### config.mk
export PLATFORM = sky130hd
export DESIGN_NAME = touch_adc_mux_control
export DESIGN_NICKNAME = d
export VERILOG_FILES = /design/src/logic/touch_pkg.sv /design/src/logic/touch_adc_mux_control.sv
export SDC_FILE = /design/constraint.sdc
export NUM_CORES = 1
export LEC_CHECK = 0
export ABC_AREA = 1
export ABC_CLOCK_PERIOD_IN_PS = 2230
export BUFFER_PORTS_ARGS = -buffer_cell sky130_fd_sc_hd__buf_4
export CORE_MARGIN = 4
export CORE_UTILIZATION = 59
export CTS_CLUSTER_SIZE = 16
export DETAILED_ROUTE_END_ITERATION = 8
export HOLD_SLACK_MARGIN = 0.06
export MAX_ROUTING_LAYER = met4
export PLACE_DENSITY = 0.81
export SLEW_MARGIN = 20
export SYNTH_ARGS = -nofsm -noshare
export SYNTH_HDL_FRONTEND = slang
export SYNTH_SLANG_ARGS = --single-unit
### constraint.sdc
create_clock -name clk_i -period 2.23 [get_ports clk_i]
set_clock_uncertainty 0.1 [all_clocks]
set_input_delay 0.223 -clock clk_i [delete_from_list [all_inputs] [get_ports clk_i]]
set_output_delay 0.223 -clock clk_i [all_outputs]
set_load 0.02 [all_outputs]
### src/logic/touch_pkg.sv
// Constants shared by the touch converter control logic
package touch_pkg;
  // Serial frame: one start bit, then seven control bits, MSB first
  localparam int unsigned CMD_BITS     = 8;
  localparam int unsigned CFG_BITS     = 7;
  localparam logic [3:0]  CFG_LAST_IDX = 4'h6;
  // Field positions inside the seven control bits after the start bit
  localparam int unsigned CH_MSB_POS   = 6;
  localparam int unsigned CH_LSB_POS   = 4;
  localparam int unsigned MODE_POS     = 3;
  localparam int unsigned SER_POS      = 2;
  localparam int unsigned PD1_POS      = 1;
  localparam int unsigned PD0_POS      = 0;
  // Reset configuration: single-ended, channel 000, reference and converter power bits clear
  localparam logic [6:0]  CFG_RESET    = 7'h04;

  // Conversion timing in serial clock cycles
  localparam logic [1:0]  ACQ_LAST     = 2'h2;
  localparam int unsigned RESULT_BITS  = 12;
  localparam logic [3:0]  RESULT_LAST  = 4'hb;
  localparam logic [11:0] TRIAL_FIRST  = 12'h800;

  // Result buffer
  localparam int unsigned FIFO_WIDTH   = 12;
  localparam int unsigned FIFO_DEPTH   = 4;

  // Channel codes
  localparam logic [2:0]  CH_TEMP_LOW  = 3'h0;
  localparam logic [2:0]  CH_Y_POS     = 3'h1;
  localparam logic [2:0]  CH_BATTERY   = 3'h2;
  localparam logic [2:0]  CH_Z1        = 3'h3;
  localparam logic [2:0]  CH_Z2        = 3'h4;
  localparam logic [2:0]  CH_X_POS     = 3'h5;
  localparam logic [2:0]  CH_AUX       = 3'h6;
  localparam logic [2:0]  CH_TEMP_HIGH = 3'h7;

  // Converter positive input selection
  localparam logic [2:0]  IN_TEMP      = 3'h0;
  localparam logic [2:0]  IN_XP        = 3'h1;
  localparam logic [2:0]  IN_BATTERY   = 3'h2;
  localparam logic [2:0]  IN_YN        = 3'h3;
  localparam logic [2:0]  IN_YP        = 3'h4;
  localparam logic [2:0]  IN_AUX       = 3'h5;

  // Reference selections
  localparam logic [1:0]  REFP_VREF    = 2'h0;
  localparam logic [1:0]  REFP_YP      = 2'h1;
  localparam logic [1:0]  REFP_XP      = 2'h2;
  localparam logic [1:0]  REFN_GND     = 2'h0;
  localparam logic [1:0]  REFN_YN      = 2'h1;
  localparam logic [1:0]  REFN_XN      = 2'h2;

  // Driver bit order {xp, xn, yp, yn}
  localparam logic [3:0]  DRV_NONE     = 4'h0;
  localparam logic [3:0]  DRV_Y_PAIR   = 4'h3;
  localparam logic [3:0]  DRV_YP_XN    = 4'h6;
  localparam logic [3:0]  DRV_X_PAIR   = 4'hc;
endpackage

### src/logic/touch_adc_mux_control.sv
// Touch converter serial port, SAR sequencer, multiplexer control and result buffer
module result_fifo #(
  parameter int unsigned WIDTH = 12,
  parameter int unsigned DEPTH = 4
) (
  input  wire logic             clk_i,
  input  wire logic             sys_rst_i,
  input  wire logic             in_valid_i,
  output logic                  in_ready_o,
  input  wire logic [WIDTH-1:0] in_data_i,
  output logic                  out_valid_o,
  input  wire logic             out_ready_i,
  output logic [WIDTH-1:0]      out_data_o
);
  localparam int unsigned AW = (DEPTH > 1) ? $clog2(DEPTH) : 1;
  localparam int unsigned CW = $clog2(DEPTH + 1);
  localparam logic [CW-1:0] FULL_COUNT = CW'(DEPTH);
  localparam logic [AW-1:0] LAST_IDX   = AW'(DEPTH - 1);

  logic [WIDTH-1:0] mem [DEPTH];
  logic [AW-1:0]    wr_idx;
  logic [AW-1:0]    rd_idx;
  logic [CW-1:0]    count;
  logic             push;
  logic             pop;

  // Full and empty come straight from the occupancy count
  assign in_ready_o  = (count != FULL_COUNT);
  assign out_valid_o = (count != '0);
  assign out_data_o  = mem[rd_idx];
  assign push        = in_valid_i && in_ready_o;
  assign pop         = out_valid_o && out_ready_i;

  // Storage write
  always_ff @(posedge clk_i) begin
    if (push) begin
      mem[wr_idx] <= in_data_i;
    end
  end

  // Index wrap handles depths that are not a power of two
  always_ff @(posedge clk_i) begin
    if (sys_rst_i) begin
      wr_idx <= '0;
      rd_idx <= '0;
    end else begin
      if (push) begin
        wr_idx <= (wr_idx == LAST_IDX) ? '0 : wr_idx + 1'b1;
      end
      if (pop) begin
        rd_idx <= (rd_idx == LAST_IDX) ? '0 : rd_idx + 1'b1;
      end
    end
  end

  // Occupancy
  always_ff @(posedge clk_i) begin
    if (sys_rst_i) begin
      count <= '0;
    end else if (push && !pop) begin
      count <= count + 1'b1;
    end else if (pop && !push) begin
      count <= count - 1'b1;
    end
  end
endmodule

module touch_adc_mux_control (
  input  wire logic        clk_i,
  input  wire logic        sys_rst_i,
  input  wire logic        cs_n_i,
  input  wire logic        serial_conv_clock_i,
  input  wire logic        din_i,
  output logic             dout_o,
  output logic             dout_oe_n_o,
  output logic             busy_o,
  output logic             busy_oe_n_o,
  input  wire logic        pen_touch_i,
  output logic             pen_touch_irq_n_o,
  output logic             pen_touch_irq_oe_n_o,
  input  wire logic        comp_i,
  output logic [11:0]      dac_trial_o,
  output logic             acquire_o,
  output logic             converter_power_on_o,
  output logic             int_ref_en_o,
  output logic [2:0]       adc_pos_sel_o,
  output logic             temp_diode_high_current_o,
  output logic [1:0]       ref_pos_sel_o,
  output logic [1:0]       ref_neg_sel_o,
  output logic             xp_drv_o,
  output logic             xn_drv_o,
  output logic             yp_drv_o,
  output logic             yn_drv_o,
  output logic             result_valid_o,
  input  wire logic        result_ready_i,
  output logic [11:0]      result_data_o
);
  typedef enum logic [2:0] {IDLE, CMD, STALL, ACQ, CONV} seq_state_t;

  seq_state_t  state;
  logic        cs_meta, cs_sync, sclk_meta, sclk_sync, sclk_prev, din_meta, din_sync, pen_meta, pen_sync;
  logic        cs_low, sclk_rise, sclk_fall, active, cmd_done;
  logic [3:0]  bit_cnt;
  logic [1:0]  acq_cnt;
  logic [5:0]  cmd_shift;
  logic [6:0]  cfg;
  logic [11:0] result;
  logic [11:0] mask;
  logic [11:0] next_result;
  logic        push_valid, push_ready;
  logic [11:0] push_data;
  logic [3:0]  drv;
  logic [2:0]  ch_sel;

  // Driver pattern per channel code; both reference modes use the same pairs
  function automatic logic [3:0] drivers_for(input logic [2:0] ch);
    unique case (ch)
      touch_pkg::CH_Y_POS:                 drivers_for = touch_pkg::DRV_Y_PAIR;
      touch_pkg::CH_Z1, touch_pkg::CH_Z2:  drivers_for = touch_pkg::DRV_YP_XN;
      touch_pkg::CH_X_POS:                 drivers_for = touch_pkg::DRV_X_PAIR;
      default:                             drivers_for = touch_pkg::DRV_NONE;
    endcase
  endfunction

  // Single-ended input routing
  function automatic logic [2:0] input_for(input logic [2:0] ch);
    unique case (ch)
      touch_pkg::CH_Y_POS, touch_pkg::CH_Z1:          input_for = touch_pkg::IN_XP;
      touch_pkg::CH_BATTERY:                          input_for = touch_pkg::IN_BATTERY;
      touch_pkg::CH_Z2:                               input_for = touch_pkg::IN_YN;
      touch_pkg::CH_X_POS:                            input_for = touch_pkg::IN_YP;
      touch_pkg::CH_AUX:                              input_for = touch_pkg::IN_AUX;
      touch_pkg::CH_TEMP_LOW, touch_pkg::CH_TEMP_HIGH: input_for = touch_pkg::IN_TEMP;
    endcase
  endfunction

  // Pins arrive asynchronously; only the second stage is looked at
  always_ff @(posedge clk_i) begin
    if (sys_rst_i) begin
      cs_meta   <= 1'b1;
      cs_sync   <= 1'b1;
      sclk_meta <= 1'b0;
      sclk_sync <= 1'b0;
      sclk_prev <= 1'b0;
      din_meta  <= 1'b0;
      din_sync  <= 1'b0;
      pen_meta  <= 1'b0;
      pen_sync  <= 1'b0;
    end else begin
      cs_meta   <= cs_n_i;
      cs_sync   <= cs_meta;
      sclk_meta <= serial_conv_clock_i;
      sclk_sync <= sclk_meta;
      sclk_prev <= sclk_sync;
      din_meta  <= din_i;
      din_sync  <= din_meta;
      pen_meta  <= pen_touch_i;
      pen_sync  <= pen_meta;
    end
  end

  // Serial clock edges; data and clock share the same sync delay so they stay aligned
  assign cs_low    = !cs_sync;
  assign sclk_rise = cs_low && sclk_sync && !sclk_prev;
  assign sclk_fall = cs_low && !sclk_sync && sclk_prev;
  assign active    = (state == ACQ) || (state == STALL) || (state == CONV);
  assign cmd_done  = (state == CMD) && sclk_rise && (bit_cnt == touch_pkg::CFG_LAST_IDX);

  // Sequencer: no progress without chip select low, nor without serial clock edges except when leaving STALL
  always_ff @(posedge clk_i) begin
    if (sys_rst_i || !cs_low) begin
      state <= IDLE;
    end else begin
      unique case (state)
        IDLE:  if (sclk_rise && din_sync) state <= CMD;
        CMD:   if (cmd_done) state <= push_ready ? ACQ : STALL;
        STALL: if (push_ready) state <= ACQ;                              // Full buffer holds off the next sample
        ACQ:   if (sclk_fall && acq_cnt == touch_pkg::ACQ_LAST) state <= CONV;
        CONV:  if (sclk_fall && bit_cnt == '0) state <= IDLE;
      endcase
    end
  end

  // Bit and acquisition counters
  always_ff @(posedge clk_i) begin
    if (sys_rst_i || !cs_low) begin
      bit_cnt <= '0;
      acq_cnt <= '0;
    end else begin
      if (state == IDLE) begin
        bit_cnt <= '0;
      end else if (state == CMD && sclk_rise) begin
        bit_cnt <= cmd_done ? touch_pkg::RESULT_LAST : bit_cnt + 1'b1;
      end else if (state == CONV && sclk_fall && bit_cnt != '0) begin
        bit_cnt <= bit_cnt - 1'b1;
      end
      if (state != ACQ) begin
        acq_cnt <= '0;
      end else if (sclk_fall) begin
        acq_cnt <= acq_cnt + 1'b1;
      end
    end
  end

  // Control bits shift in MSB first after the start bit
  always_ff @(posedge clk_i) begin
    if (sys_rst_i) begin
      cmd_shift <= '0;
    end else if (state == CMD && sclk_rise) begin
      cmd_shift <= {cmd_shift[4:0], din_sync};
    end
  end

  // Configuration is applied only once a whole control byte arrived
  always_ff @(posedge clk_i) begin
    if (sys_rst_i) begin
      cfg <= touch_pkg::CFG_RESET;
    end else if (cmd_done) begin
      cfg <= {cmd_shift, din_sync};
    end
  end

  // Internal reference follows the reference power bit
  assign int_ref_en_o = cfg[touch_pkg::PD1_POS];

  // SAR step: keep each trial bit the comparator accepts, MSB downward
  always_comb begin
    next_result = result;
    if (comp_i) begin
      next_result = result | mask;
    end
  end

  always_ff @(posedge clk_i) begin
    if (sys_rst_i) begin
      result      <= '0;
      mask        <= '0;
      dac_trial_o <= '0;
    end else if (state == ACQ && sclk_fall && acq_cnt == touch_pkg::ACQ_LAST) begin
      result      <= '0;
      mask        <= touch_pkg::TRIAL_FIRST;
      dac_trial_o <= touch_pkg::TRIAL_FIRST;
    end else if (state == CONV && sclk_fall) begin
      result      <= next_result;
      mask        <= mask >> 1;
      dac_trial_o <= next_result | (mask >> 1);
    end
  end

  // Result bits leave on falling edges; trailing bits read zero
  always_ff @(posedge clk_i) begin
    if (sys_rst_i || !cs_low) begin
      dout_o <= 1'b0;
    end else if (sclk_fall) begin
      dout_o <= (state == CONV) ? comp_i : 1'b0;
    end
  end

  // Pins are released whenever chip select is high
  assign dout_oe_n_o = !cs_low;
  assign busy_oe_n_o = !cs_low;

  // Busy spans acquisition and any stall waiting for buffer room
  always_ff @(posedge clk_i) begin
    if (sys_rst_i) begin
      busy_o    <= 1'b0;
      acquire_o <= 1'b0;
    end else begin
      busy_o    <= cs_low && (state == ACQ || state == STALL);
      acquire_o <= cs_low && state == ACQ;
    end
  end

  // Finished word goes to the buffer; aborted conversions never push
  always_ff @(posedge clk_i) begin
    if (sys_rst_i) begin
      push_valid <= 1'b0;
      push_data  <= '0;
    end else begin
      push_valid <= cs_low && state == CONV && sclk_fall && bit_cnt == '0;
      push_data  <= next_result;
    end
  end

  result_fifo #(
    .WIDTH (touch_pkg::FIFO_WIDTH),
    .DEPTH (touch_pkg::FIFO_DEPTH)
  ) result_fifo_i (
    .clk_i       (clk_i),
    .sys_rst_i   (sys_rst_i),
    .in_valid_i  (push_valid),
    .in_ready_o  (push_ready),
    .in_data_i   (push_data),
    .out_valid_o (result_valid_o),
    .out_ready_i (result_ready_i),
    .out_data_o  (result_data_o)
  );

  // Converter powers down with chip select high, else stays up if asked
  always_ff @(posedge clk_i) begin
    if (sys_rst_i) begin
      converter_power_on_o <= 1'b0;
    end else begin
      converter_power_on_o <= cs_low && (active || cfg[touch_pkg::PD0_POS]);
    end
  end

  // Channel field of the applied configuration
  assign ch_sel = cfg[touch_pkg::CH_MSB_POS:touch_pkg::CH_LSB_POS];

  // Drivers: on while sampling, or held on by the converter power bit
  assign drv = (active || cfg[touch_pkg::PD0_POS]) ? drivers_for(ch_sel) : touch_pkg::DRV_NONE;

  // Mux and reference routing, registered so the analog side sees clean levels
  always_ff @(posedge clk_i) begin
    if (sys_rst_i) begin
      {xp_drv_o, xn_drv_o, yp_drv_o, yn_drv_o} <= touch_pkg::DRV_NONE;
      adc_pos_sel_o             <= touch_pkg::IN_TEMP;
      temp_diode_high_current_o <= 1'b0;
      ref_pos_sel_o             <= touch_pkg::REFP_VREF;
      ref_neg_sel_o             <= touch_pkg::REFN_GND;
    end else begin
      {xp_drv_o, xn_drv_o, yp_drv_o, yn_drv_o} <= drv;
      adc_pos_sel_o             <= input_for(ch_sel);
      temp_diode_high_current_o <= (ch_sel == touch_pkg::CH_TEMP_HIGH);
      ref_pos_sel_o             <= touch_pkg::REFP_VREF;
      ref_neg_sel_o             <= touch_pkg::REFN_GND;
      // Differential codes outside the four valid ones fall back to the internal path
      if (!cfg[touch_pkg::SER_POS]) begin
        unique case (ch_sel)
          touch_pkg::CH_Y_POS: begin
            ref_pos_sel_o <= touch_pkg::REFP_YP;
            ref_neg_sel_o <= touch_pkg::REFN_YN;
          end
          touch_pkg::CH_Z1, touch_pkg::CH_Z2: begin
            ref_pos_sel_o <= touch_pkg::REFP_YP;
            ref_neg_sel_o <= touch_pkg::REFN_XN;
          end
          touch_pkg::CH_X_POS: begin
            ref_pos_sel_o <= touch_pkg::REFP_XP;
            ref_neg_sel_o <= touch_pkg::REFN_XN;
          end
          default: begin
            ref_pos_sel_o <= touch_pkg::REFP_VREF;
            ref_neg_sel_o <= touch_pkg::REFN_GND;
          end
        endcase
      end
    end
  end

  // Pen line only ever pulls low; the detector is blind while drivers run
  assign pen_touch_irq_n_o = 1'b0;
  always_ff @(posedge clk_i) begin
    if (sys_rst_i) begin
      pen_touch_irq_oe_n_o <= 1'b1;
    end else begin
      pen_touch_irq_oe_n_o <= !(pen_sync && drv == touch_pkg::DRV_NONE);
    end
  end
endmodule

# Word level (Yosys, flattened, before mapping)

Memory sizes are Yosys's and may differ from the RTL's. A register that Yosys moved wholly into a read port is not among the register bits.
Index checks and enable logic that the tools add are counted.

$add $sub $neg: 7
Eq/ne operators: 20
Muxes and demuxes: 28
Bitwise operators: 2
Reduce and logical (&&, ||, !) cells: 50

Operators with widths:

| kind                                          | number |
|---|---|
| two-way mux 12 bit                            | 5 |
| logical AND 1 bit                             | 24 |
| two-way mux 3 bit                             | 7 |
| two-way mux 4 bit                             | 4 |
| one-hot mux 3 bit (5 select lines)            | 1 |
| == test 3 bit, second input constant          | 4 |
| bitwise OR 12 x 11 -> 12 bit                  | 1 |
| bitwise OR 12 bit                             | 1 |
| one-hot mux 4 bit (3 select lines)            | 1 |
| inequality test 2 bit, second input constant  | 5 |
| OR reduction 2 bit                            | 5 |
| == test 3 x 2 -> 1 bit, second input constant | 3 |
| logical NOT 4 bit                             | 2 |
| two-way mux 2 bit                             | 4 |
| one-hot mux 2 bit (2 select lines)            | 2 |
| adder 2 x 1 -> 2 bit, second input constant   | 3 |
| == test 2 bit, second input constant          | 3 |
| == test 3 x 1 -> 1 bit, second input constant | 2 |
| logical NOT 1 bit                             | 6 |
| nonzero test 2 bit                            | 3 |
| OR reduction 3 bit                            | 2 |
| AND reduction 5 bit                           | 1 |
| adder 4 x 1 -> 4 bit, second input constant   | 1 |
| == test 4 x 3 -> 1 bit, second input constant | 1 |
| other kinds (10)                              | 16 |

Register bits after elaboration: 101
Bits in writable memories: 48
ROM bits: 24
Bits of input ports: 8
Output and inout port bits: 46
Logic and storage cells: 145
Memories: 2

Memory list:

| memory            | words | width | read ports | clocked after Yosys merged registers in | wr ports | line                         | source |
|---|---|---|---|---|---|---|---|
| result_fifo_i.mem | 4     | 12    | 1          | 1                                       | 1        | touch_adc_mux_control.sv:20  | `logic [WIDTH-1:0] mem [DEPTH];` |
| (no name shown)   | 8     | 3     | 1          | 1                                       | 0        | touch_adc_mux_control.sv:127 | `unique case (ch)` |

# Longest topological paths before layout

Word-level depth: 8
Gate-level depth with buffers: 11
Mapped depth without buffers: 11

# Hierarchy

A second synthesis with hierarchy kept.

Cells, all modules: 610
Area total of the unflattened synthesis: 5947.0 µm²

By module, submodules not included:

| module                | instances | cells each | area an instance (µm²) | sequential area each (µm²) |
|---|---|---|---|---|
| touch_adc_mux_control | 1         | 425        | 3661.0                 | 1921.8 |
| result_fifo           | 1         | 185        | 2285.9                 | 1621.6 |

# Worst setup path before layout

OpenSTA, ideal clock, no wires.

Path kind: register to register
Start: register result_fifo_i.count[0]
End: register result_fifo_i.count[2]
Setup time: 122 ps
Data arrival time: 1743 ps
Required time: 2008 ps
Path slack: 265 ps
Cell stages (with the launch flop): 11
Path buffers: 0
Period minus slack after synthesis: 1965 ps
Cell sequence: dfxtp_1 inv_1 nand3_1 nand2_1 ha_1 inv_1 fa_1 a21oi_1 o21ai_0 o21ai_0 a21oi_1

Word-level cells in the longest chain between the ends: 5
Elaborated cells between the ends (all ways): 13
Classes of those cells: add/sub: 2; eq/ne: 1; mux: 2; reduce/logical: 8

Ends and longest elaborated chain:

| item                                                    | line                        | source |
|---|---|---|
| start: declaration                                      | touch_adc_mux_control.sv:23 | `logic [CW-1:0] count;` |
| start signal: assignment                                | touch_adc_mux_control.sv:61 | `count <= count + 1'b1;` |
| start signal: assignment                                | touch_adc_mux_control.sv:63 | `count <= count - 1'b1;` |
| nonzero test 3 bit (*)                                  | touch_adc_mux_control.sv:29 | `assign out_valid_o = (count != '0);` |
| net result_valid_o                                      | touch_adc_mux_control.sv:94 | `output logic result_valid_o,` |
| logical AND 1 bit (*)                                   | touch_adc_mux_control.sv:32 | `assign pop = out_valid_o && out_ready_i;` |
| logical NOT 1 bit                                       | touch_adc_mux_control.sv:60 | `end else if (push && !pop) begin` |
| logical AND 1 bit                                       | touch_adc_mux_control.sv:60 |  |
| two-way mux 3 bit or nonzero test 2 bit (tied branches) | --                          |  |

Mark *: on every way through the listed nets, which the timed path passes. The rest lies on a longest branch. The select of a mux whose other input is x is not followed.
A chain may end at the register's enable or synchronous reset.

==> impl_results.md <==
- GRT overflow: 0
- P&R area growth vs syn: 19.1%
- Chip width: 109 um
- Worst hold margin: 0.303 ns
- RD Place Congestion: 0.883
- Max_cap viols: 0
- Post-route ant nets: 0
- Initial antenna violation count: 0
- Crit path required time: 1.91 ns
- Final setup fails: 0
- # clock sinks: 153
- Final Max Slew Viols: 0
- Via/cell ratio: 5.31
- First-pass GRT wire length: 19.0 mm
- Most common cell after layout, fill and taps aside: nor2_1
- CTS Buf Count: 17
- Hold EP: sclk_sync$_SDFF_PP0_
- WL per Instance: 14.4 um
- Vias: 4305
- Yosys warnings: 0
- Cell Pwr Density: 902 nW/um^2
- Post-Syn Area: 6010 um^2
- Vias in the first global route: 4159
- Arrival @ worst endpoint: 1.77 ns
- Syn Area/Cell: 10.1 um^2
- LEAKAGE: 2.84 nW
- CTS Buffer Depth: 2
- Final hold vios: 0
- DR DRC count: 0
- 1st-pass router iterations: 5
- Area of the core: 9860 um^2
- Synthesized netlist net count: 618
- I/O Pins: 54
- Final #Nets: 688
- Worst setup EP type: primary output
- Worst vdd ir: 483 uV
- Detailed Route Iter0 Violations: 286
- Worst min-delay path class: reg -> reg
- Setup TNS: 0 ns
- Post-detail-place hpwl: 7.55 mm
- Die Height: 109 um
- Sequential share of the synthesized area: 59.0%
- Largest net degree at the start of global routing: 38
- Crit Path Class: reg -> out
- H-tree Lvls: 4
- Reg2reg start: result_fifo_i.count[1]$_SDFFE_PP0P_
- Status: finished clean
- Most frequent cells in the layout: nor2_1, dfxtp_1, o21ai_0, buf_4, edfxtp_1
- Die area: 11900 um^2
- Clock latency on the worst-skew pair: 0.52 ns
- Clock transition at path regs: 0.07 ns
- CTS root buf: clkbuf_8
- #FFs+latches synth: 153
- Async SR Flop Fraction: 0%
- Reg2Reg Capture Point: result_fifo_i.count[2]$_SDFFE_PP0P_
- N_diodes: 0
- CTS tree: done
- Worst Hold Path Cells: 2
- Total track usage: 21.4%
- Yosys cell types: 45
- Initial Utilization: 60.9%
- Mapped Cells: 595
- Startpoint Class: flip-flop
- CP max FO: 12
- Unrepaired setup endpoints after global routing: false
- EDFF count, synth: 48
- FF-to-FF setup slack: 0.15 ns
- Worst min-delay path startpoint: sclk_meta$_SDFF_PP0_
- Fin crit share: 93.9%
- Port buffer count: 52
- Util after Layout: 72.6%
- Max frequency: 0.477 GHz
- Most used DFF post-synth: dfxtp_1
- DRT Wirelength: 11.7 mm
- Share of cells above drive strength 1: 21.7%
- FP Rows: 36
- Path depth of the worst reg2reg path: 11
- Post-layout min period: 2.09 ns
## worst max-delay path: stages (launching register included)
cell	delay [ns]
dfxtp_1	0.37
clkinvlp_4	0.18
buf_4	0.21
o21ai_0	0.17
o22ai_1	0.13
buf_4	0.18
## what timing repair did
action                                  4_1_cts  5_1_grt
endpoints found under the setup margin        0        5
endpoints found under the hold margin        23        0
setup buffers                                 0        3
resized for setup                             0        4
hold buffers                                  9        0
## logic make-up (layout without fill, tap and decap cells)
| group | Yosys count | count (layout) | share of synthesized area, % |
|---|---|---|---|
| compound gates | 135 | 135 | 12.3 |
| other cells | 1 | 1 | 0.0624 |
| buf+inv | 77 | 160 | 6.08 |
| fa+ha+maj | 15 | 15 | 3.25 |
| simple gates | 211 | 211 | 18.8 |
| xor+xnor | 3 | 3 | 0.437 |
| flops | 153 | 153 | 59.0 |
## final cells by class
type | instances | area (um^2)
tap | 133 | 166
timing repair inverter | 1 | 7.51
inverter | 55 | 224
fill | 661 | 2710
clock buffer | 18 | 439
timing repair buffer | 72 | 563
sequential | 153 | 3540
multi-input combinational | 365 | 2100
clock inverter | 14 | 113
## synthesized netlist by cell type (2+ instances only)
master    number  area [um^2]
o21a_1         3         22.5
clkbuf_1       9         33.8
a21oi_1       41          205
nand2_2        2         12.5
nand3_1       16         80.1
nand2_1       36          135
or2_2          3         18.8
ha_1          14          175
nor3_2         5         50.1
inv_4          2         12.5
a211oi_1       4         30.0
buf_4          4         30.0
inv_1         47          176
o21ai_0       63          315
nor3_4        10          163
nor2_8         3         60.1
nand2_4        3         33.8
nor2_4         4         45.0
buf_6          4         45.0
a21oi_2        6         52.6
dfxtp_1      105         2100
o22ai_1       12         75.1
edfxtp_1      48         1440
nor3_1         9         45.0
xor2_1         2         17.5
buf_2          4         20.0
o21ai_1        2         10.0
nor2_1       112          420
nor2_2         2         12.5
inv_2          5         18.8
## per-stage QoR
| stage | instances | setup slack, ns | instance area [um^2] | power [mW] |
|---|---|---|---|---|
| 2_1_floorplan | 595 | 0.265 | 6010 | 3.51 |
| 3_3_place_gp | 766 | 0.365 | 6480 | 3.80 |
| 3_5_place_dp | 766 | 0.184 | 6480 | 3.84 |
| 4_1_cts | 807 | 0.0316 | 7120 | 6.45 |
| 5_1_grt | 811 | 0.0189 | 7160 | 6.71 |
| 6_report | 811 | 0.135 | 7160 | 6.46 |
## registers in the layout (all words and copies together), names as in the netlist, 2 cells and up, named ones only
name / count
ref_pos_sel_o: 2
result: 12
state: 3
push_data: 12
mask: 12
result_fifo_i.count: 3
cfg: 6
cmd_shift: 6
dac_trial_o: 12
result_fifo_i.wr_idx: 2
result_fifo_i.rd_idx: 2
acq_cnt: 2
result_fifo_i.mem: 48
bit_cnt: 4
adc_pos_sel_o: 3
ref_neg_sel_o: 2
## where the power goes
part / internal, mW / switching, mW / total (mW)
clock: 1.45 / 1.16 / 2.62
combinational: 0.337 / 0.543 / 0.880
sequential: 2.91 / 0.0570 / 2.96
## metal layers
metal / track usage, % / share of wire (%)
met1: 26.2 / 44
met3: 6.81 / 5.8
met5: - / 0
met4: 7.94 / 1.6
met2: 33.4 / 49
## how the worst max path moves through the flow
stage / startpoint / end / slack (ns)
2_1_floorplan: result_fifo_i.count[0]$_SDFFE_PP0P_ / result_fifo_i.count[2]$_SDFFE_PP0P_ / 0.26
3_3_place_gp: result_fifo_i.count[0]$_SDFFE_PP0P_ / result_fifo_i.count[2]$_SDFFE_PP0P_ / 0.37
3_5_place_dp: result_fifo_i.count[1]$_SDFFE_PP0P_ / result_fifo_i.count[2]$_SDFFE_PP0P_ / 0.18
4_1_cts: flip-flop / result_data_o[8] / 0.03
5_1_grt: result_fifo_i.count[0]$_SDFFE_PP0P_ / result_fifo_i.count[2]$_SDFFE_PP0P_ / 0.02
6_report: flip-flop / result_data_o[8] / 0.14
(Power assumes the default switching activity.)
